--- src/core/dec_exec_pkg.sv ---
package dec_exec_pkg;
  // ---------------------------------------------------------------
  // opcode layout
  // ---------------------------------------------------------------
  localparam int INSTR_W = 16;
  localparam int DATA_W = 8;
  localparam int OPC_HI = 15;
  localparam int OPC_LO = 9;
  localparam int DEST_BIT = 8;
  localparam logic [6:0] OPC_DECREMENT_FILE = 7'h03;      // 0000 011
  localparam logic [6:0] OPC_DECREMENT_SKIP_ZERO = 7'h0B; // 0001 011
  localparam logic DEST_WORKING = 1'b0;
  // ---------------------------------------------------------------
  // status flag positions within the flag vector
  // ---------------------------------------------------------------
  localparam int FLAG_CARRY = 0;
  localparam int FLAG_DIGIT_CARRY = 1;
  localparam int FLAG_ZERO = 2;
  localparam int FLAG_OVERFLOW = 3;
  localparam int FLAG_W = 4;
  localparam logic [7:0] DATA_RESET = 8'h00;
  localparam logic [3:0] FLAGS_RESET = 4'h0;
  // ---------------------------------------------------------------
  // sequencer states
  // ---------------------------------------------------------------
  typedef enum logic [1:0] {
    ST_RUN = 2'b01,
    ST_FORCED_NOP = 2'b10
  } exec_state_t;
endpackage

--- src/core/dec_alu.sv ---
`timescale 1ns/1ps
module dec_alu
  import dec_exec_pkg::*;
(
  input wire logic [7:0] operand,
  output logic [7:0] result,
  output logic [3:0] flags
);
  logic [8:0] sum;
  logic [4:0] low_sum;
  // decrement as operand + 0xFF, so carry means no borrow
  always_comb begin
    sum = {1'b0, operand} + 9'h0FF;
    low_sum = {1'b0, operand[3:0]} + 5'h0F;
    result = sum[7:0];
    flags = FLAGS_RESET;
    flags[FLAG_CARRY] = sum[8];
    flags[FLAG_DIGIT_CARRY] = low_sum[4];
    flags[FLAG_ZERO] = (sum[7:0] == 8'h00);
    // signed overflow only when 0x80 wraps to 0x7F
    flags[FLAG_OVERFLOW] = operand[7] & ~sum[7];
  end
endmodule

--- src/core/decrement_instruction_exec.sv ---
`timescale 1ns/1ps
module decrement_instruction_exec
  import dec_exec_pkg::*;
(
  input wire logic clock,
  input wire logic reset_n,
  input wire logic instr_valid,
  input wire logic [15:0] instr,
  input wire logic [7:0] file_rdata,
  input wire logic [3:0] flags_in,
  output logic [7:0] file_addr,
  output logic file_we,
  output logic [7:0] file_wdata,
  output logic working_we,
  output logic [7:0] working_register,
  output logic flags_we,
  output logic [3:0] flags_out,
  output logic discard_fetch,
  output logic nop_cycle,
  output logic busy
);
  // ---------------------------------------------------------------
  // reset release
  // ---------------------------------------------------------------
  logic rst_sync1_reg;
  logic rst_sync2_reg;
  logic rst_n;
  // async assert, synchronous release through two stages
  always_ff @(posedge clock or negedge reset_n) begin
    if (!reset_n) begin
      rst_sync1_reg <= 1'b0;
      rst_sync2_reg <= 1'b0;
    end else begin
      rst_sync1_reg <= 1'b1;
      rst_sync2_reg <= rst_sync1_reg;
    end
  end
  // everything below resets from this copy, never from the pin itself
  assign rst_n = rst_sync2_reg;

  // ---------------------------------------------------------------
  // decode
  // ---------------------------------------------------------------
  function automatic logic is_opc(input logic [15:0] word, input logic [6:0] opc);
    is_opc = (word[OPC_HI:OPC_LO] == opc);
  endfunction

  // file address field of a decrement word
  function automatic logic [7:0] file_field(input logic [15:0] word);
    file_field = word[7:0];
  endfunction

  // a decremented value of zero is what triggers the skip
  function automatic logic is_zero(input logic [7:0] value);
    is_zero = (value == 8'h00);
  endfunction

  exec_state_t state_reg;
  exec_state_t state_next;
  logic is_dec;
  logic is_dsz;
  logic dest_file;
  logic decode_hit;
  logic [7:0] alu_result;
  logic [3:0] alu_flags;

  // fetched word in a forced slot is never decoded
  always_comb begin
    is_dec = instr_valid && (state_reg == ST_RUN) && is_opc(instr, OPC_DECREMENT_FILE);
    is_dsz = instr_valid && (state_reg == ST_RUN) && is_opc(instr, OPC_DECREMENT_SKIP_ZERO);
    dest_file = (instr[DEST_BIT] != DEST_WORKING);
    decode_hit = is_dec || is_dsz;
  end

  dec_alu u_alu (
    .operand(file_rdata),
    .result(alu_result),
    .flags(alu_flags)
  );

  // ---------------------------------------------------------------
  // sequencer
  // ---------------------------------------------------------------
  // slot control signals
  logic result_zero;
  logic skip_taken;
  logic in_forced_slot;

  // zero test on the decremented value arms the forced slot
  always_comb begin
    result_zero = is_zero(alu_result);
    skip_taken = is_dsz && result_zero;
    in_forced_slot = (state_reg == ST_FORCED_NOP);
  end

  // next state: one forced slot, then back to normal issue
  always_comb begin
    state_next = state_reg;
    case (state_reg)
      ST_RUN: begin
        if (skip_taken) begin
          state_next = ST_FORCED_NOP;
        end
      end
      ST_FORCED_NOP: begin
        // prefetched word dropped, the slot runs as a no-operation
        state_next = ST_RUN;
      end
      default: begin
        // an illegal code falls back to normal issue instead of hanging
        state_next = ST_RUN;
      end
    endcase
  end

  // sequencer register only
  always_ff @(posedge clock or negedge rst_n) begin
    if (!rst_n) begin
      state_reg <= ST_RUN;
    end else begin
      state_reg <= state_next;
    end
  end

  // ---------------------------------------------------------------
  // writeback to file register or working register
  // ---------------------------------------------------------------
  // next values
  logic file_we_next;
  logic [7:0] file_wdata_next;
  logic [7:0] file_addr_next;
  logic working_we_next;
  logic [7:0] working_next;
  // registered copies
  logic file_we_reg;
  logic [7:0] file_wdata_reg;
  logic [7:0] file_addr_reg;
  logic working_we_reg;
  logic [7:0] working_reg;

  // enables are one-cycle pulses; data holds until the next decrement
  always_comb begin
    file_we_next = 1'b0;
    file_wdata_next = file_wdata_reg;
    file_addr_next = file_addr_reg;
    working_we_next = 1'b0;
    working_next = working_reg;
    if (decode_hit) begin
      file_addr_next = file_field(instr);
      if (dest_file) begin
        file_we_next = 1'b1;
        file_wdata_next = alu_result;
      end else begin
        working_we_next = 1'b1;
        working_next = alu_result;
      end
    end
  end

  // writeback registers only
  always_ff @(posedge clock or negedge rst_n) begin
    if (!rst_n) begin
      file_we_reg <= 1'b0;
      file_wdata_reg <= DATA_RESET;
      file_addr_reg <= DATA_RESET;
      working_we_reg <= 1'b0;
      working_reg <= DATA_RESET;
    end else begin
      file_we_reg <= file_we_next;
      file_wdata_reg <= file_wdata_next;
      file_addr_reg <= file_addr_next;
      working_we_reg <= working_we_next;
      working_reg <= working_next;
    end
  end

  // ---------------------------------------------------------------
  // status flags
  // ---------------------------------------------------------------
  logic flags_we_next;
  logic [3:0] flags_next;
  logic flags_we_reg;
  logic [3:0] flags_reg;

  // only the plain decrement writes flags; the skip form leaves them be
  always_comb begin
    flags_we_next = 1'b0;
    flags_next = flags_reg;
    if (is_dec) begin
      flags_we_next = 1'b1;
      flags_next = alu_flags;
    end
  end

  // flag registers only
  always_ff @(posedge clock or negedge rst_n) begin
    if (!rst_n) begin
      flags_we_reg <= 1'b0;
      flags_reg <= FLAGS_RESET;
    end else begin
      flags_we_reg <= flags_we_next;
      flags_reg <= flags_next;
    end
  end

  // ---------------------------------------------------------------
  // outputs
  // ---------------------------------------------------------------
  // address follows decode combinationally so the read is in-cycle
  assign file_addr = decode_hit ? file_field(instr) : file_addr_reg;
  assign file_we = file_we_reg;
  assign file_wdata = file_wdata_reg;
  assign working_we = working_we_reg;
  assign working_register = working_reg;
  assign flags_we = flags_we_reg;
  // flags pass through unless this block wrote them on the last edge
  assign flags_out = flags_we_reg ? flags_reg : flags_in;
  // one slot signal, fanned out so fetch, issue and stall each get a copy
  assign nop_cycle = in_forced_slot;
  assign discard_fetch = in_forced_slot;
  assign busy = in_forced_slot;
endmodule

--- config.mk ---
export PLATFORM = sky130hd
export DESIGN_NAME = decrement_instruction_exec
export DESIGN_NICKNAME = d
export VERILOG_FILES = /design/src/core/dec_exec_pkg.sv /design/src/core/dec_alu.sv /design/src/core/decrement_instruction_exec.sv
export SDC_FILE = /design/constraint.sdc
export NUM_CORES = 1
export LEC_CHECK = 0
export ABC_AREA = 1
export BUFFER_PORTS_ARGS = -buffer_cell sky130_fd_sc_hd__buf_2
export CAP_MARGIN = 10
export CORE_ASPECT_RATIO = 1.25
export CORE_UTILIZATION = 50
export CTS_CLUSTER_SIZE = 25
export DETAILED_ROUTE_END_ITERATION = 7
export GPL_ROUTABILITY_DRIVEN = 1
export PLACE_DENSITY = 0.82
export SLEW_MARGIN = 10
export SYNTH_ARGS = -nofsm -noshare
export SYNTH_HDL_FRONTEND = slang
export SYNTH_SLANG_ARGS = --single-unit
--- constraint.sdc ---
create_clock -name clock -period 3.1 [get_ports clock]
set_input_delay 0.31 -clock clock [delete_from_list [all_inputs] [get_ports clock]]
set_output_delay 0.31 -clock clock [all_outputs]
set_load 0.05 [all_outputs]
==> flow_summary.yaml <==
outcome:
  status: "finished clean"
drt:
  wire_per_inst_um: 10.4
  postRouteAntennaNets: 0
  drtIter0Drc: 26
  vias: 1360
  drc: 0
  vias_per_cell: 4.71
  drt_first_pass_iters: 5
  drt-total-wl_mm: 3.00
clocking:
  cts-resized-gates: 0
  htreeDepth: 2
  cts_tree: "done"
  root_buffer: "clkbuf_4"
  clk_latency_ns: 0.33
  postCtsSetupRepairBufs: 0
  clk_pin_slew_ns: 0.10
  cts_sinks: 35
  cts.path.max_buffers: 2
  cts_inserted_buffers: 5
cells_and_area:
  seq_area_sq_um: 877
  area_delta_synth_final_pct: 22.3
  layout_common_cells: "64 x buf_2, 46 x nand2_1, 34 x dfrtp_1, 25 x nor2_1, 23 x inv_1"
  multi_input_area_sq_um: 586
  num_antenna_cells: 0
  nets: 286
  final_common_cell: "buf_2"
  finalNonFillerCells: 289
  nFillCells: 270
  layout-drive-gt1-share_pct: 30.8
synth:
  ys_seq_area_share_pct: 54.1
  synth_nets: 220
  ys_ff_latch: 35
  synth.avg_cell_area_sq_um: 8.71
  syn_inst: 186
  yosys_warnings: 0
  syn_area_sq_mm: 0.00162
  synth_cell_types: 21
timing:
  fin_crit_sh_pct: 83.5
  setup_violations: 0
  finalSetupTns_ns: 0
  tightest_slew_ns: 0.730
  fin_ws_ns: 0.510
  post-route-min-period_ns: 2.59
  slew_headroom_pct: 51.2
  hold_violations: 0
  drv_slew: 0
  rsz0062_at_grt: "false"
  fin_hold_ws_ns: 0.200
  maxClockFrequency_ghz: 0.386
  fin_worst_skew_ns: 0.00615
placement:
  dp_slack_ns: 0.849
  dp_cells: 280
  gp_congestion: 0.762
  place_hpwl_mm: 2.29
  io_buffers: 64
grt:
  grt_usage_pct: 20.7
  first_global_vias: 1221
  antenna_found_initial: 0
  grt_pass1_wl_mm: 5.11
  gr-total-overflow: 0
  grt_max_degree: 34
critical_path:
  cp.required_ns: 2.79
  crit_type: "register to output pin"
  critPathLaunchType: "register"
  crit_path_max_fanout: 30
  endpoint_kind: "output pin"
  arrival_ns: 2.28
pwr:
  ir_worst_vdd_uv: 362
  p_per_area_mw_per_mm2: 512
  leakagePower_nw: 1.20
floorplan:
  io_pins: 65
  die_height_um: 65.6
  die-width_um: 52.9
  dieArea_sq_mm: 0.00347
  start_util_pct: 54.0
  num_rows: 22
  core_area_sq_mm: 0.00300
worst_hold_path:
  hp-class: "input pin to register"
run:
  max_cap_violations: 0
==> timing repair <==
item	CTS	global route
endpoints found under the hold margin	2	0
hold buffers	1	0
setup endpoints to repair	0	0
==> per-layer routing <==
layer | GRT usage [%] | up-vias | routed length [um]
met5 | 0 | - | 0
met4 | 9.87 | 0 | 61
met3 | 6.94 | 7 | 196
met2 | 34.5 | 41 | 1430
met1 | 23.0 | 598 | 1310
li1 | - | 714 | -
==> cell usage after synthesis <==
cell	count	area (sq um)
nor2_8	1	20.0
dfrtp_1	34	851
conb_1	1	3.75
buf_6	5	56.3
nand2_1	46	173
ha_1	3	37.5
nand3_2	1	10.0
nor2_1	25	93.8
xor2_1	1	8.76
o21ai_0	21	105
nor3_2	1	10.0
buf_4	2	15.0
mux2_2	1	11.3
inv_1	23	86.3
nor3_1	1	5.00
dfstp_2	1	26.3
nand3b_1	1	7.51
a21oi_2	2	17.5
nand3_1	6	30.0
a21oi_1	8	40.0
nand4_1	2	12.5
==> report_power, final <==
| part | switching, mW | total, mW | internal (mW) |
|---|---|---|---|
| Combinational | 0.207 | 0.273 | 0.0662 |
| Clock | 0.141 | 0.230 | 0.0883 |
| Sequential | 0.0162 | 0.513 | 0.497 |
==> per-stage QoR <==
stage / power [mW] / instance area [sq um] / util [%]
after global placement: 0.792 / 1920 / 64.1
after detailed placement: 0.796 / 1920 / 64.1
after CTS: 1.02 / 1980 / 66.1
after global routing: 1.07 / 1980 / 66.1
after floorplan: 0.719 / 1620 / -
final: 1.02 / 1980 / 66.1
==> area by class of cell <==
cell class	instances	share of cell area, %
well taps	36	2.27
multi-input cells	121	29.5
inverters	23	4.36
clock inverters	1	0.253
clock buffers	7	2.27
flip-flops and latches	35	44.3
repair buffers	66	17.0
==> logic make-up after synthesis <==
group,share of synthesized area [%]
multiplexers,0.695
flip-flops,54.1
AO/OA/AOI/OAI,10.0
XOR/XNOR,0.541
buffers and inverters,9.73
other,0.231
adder cells (fa/ha/maj),2.32
AND/OR/NAND/NOR,22.3
==> critical path, cell delays in order, from the launching register on <==
cell and delay [ns]:
dfstp_2 0.54, inv_1 0.03, nor2_1 0.16, nand3_2 0.47, o21ai_0 0.41, buf_2 0.32
==> final timing paths <==
| check | from | endpoint | slack [ns] | cells after the start |
|---|---|---|---|---|
| hold reg to reg | rst_n$_DFF_PN0_ | file_addr_reg[5]$_DFF_PN0_ | 0.26 | 1 |
| hold / removal | file_rdata[0] | file_wdata[0]$_DFFE_PN0P_ | 0.20 | 2 |
| setup reg to reg | state_reg[0]$_DFFE_PN1P_ | file_wdata[1]$_DFFE_PN0P_ | 0.80 | 6 |
| setup / recovery | state_reg[0]$_DFFE_PN1P_ | file_addr[2] | 0.51 | 5 |
| min in group asynchronous | rst_n$_DFF_PN0_ | file_addr_reg[5]$_DFF_PN0_ | 0.26 | 1 |
| max in group asynchronous | rst_n$_DFF_PN0_ | state_reg[0]$_DFFE_PN1P_ | 2.51 | 1 |
(Power assumes the default switching activity.)
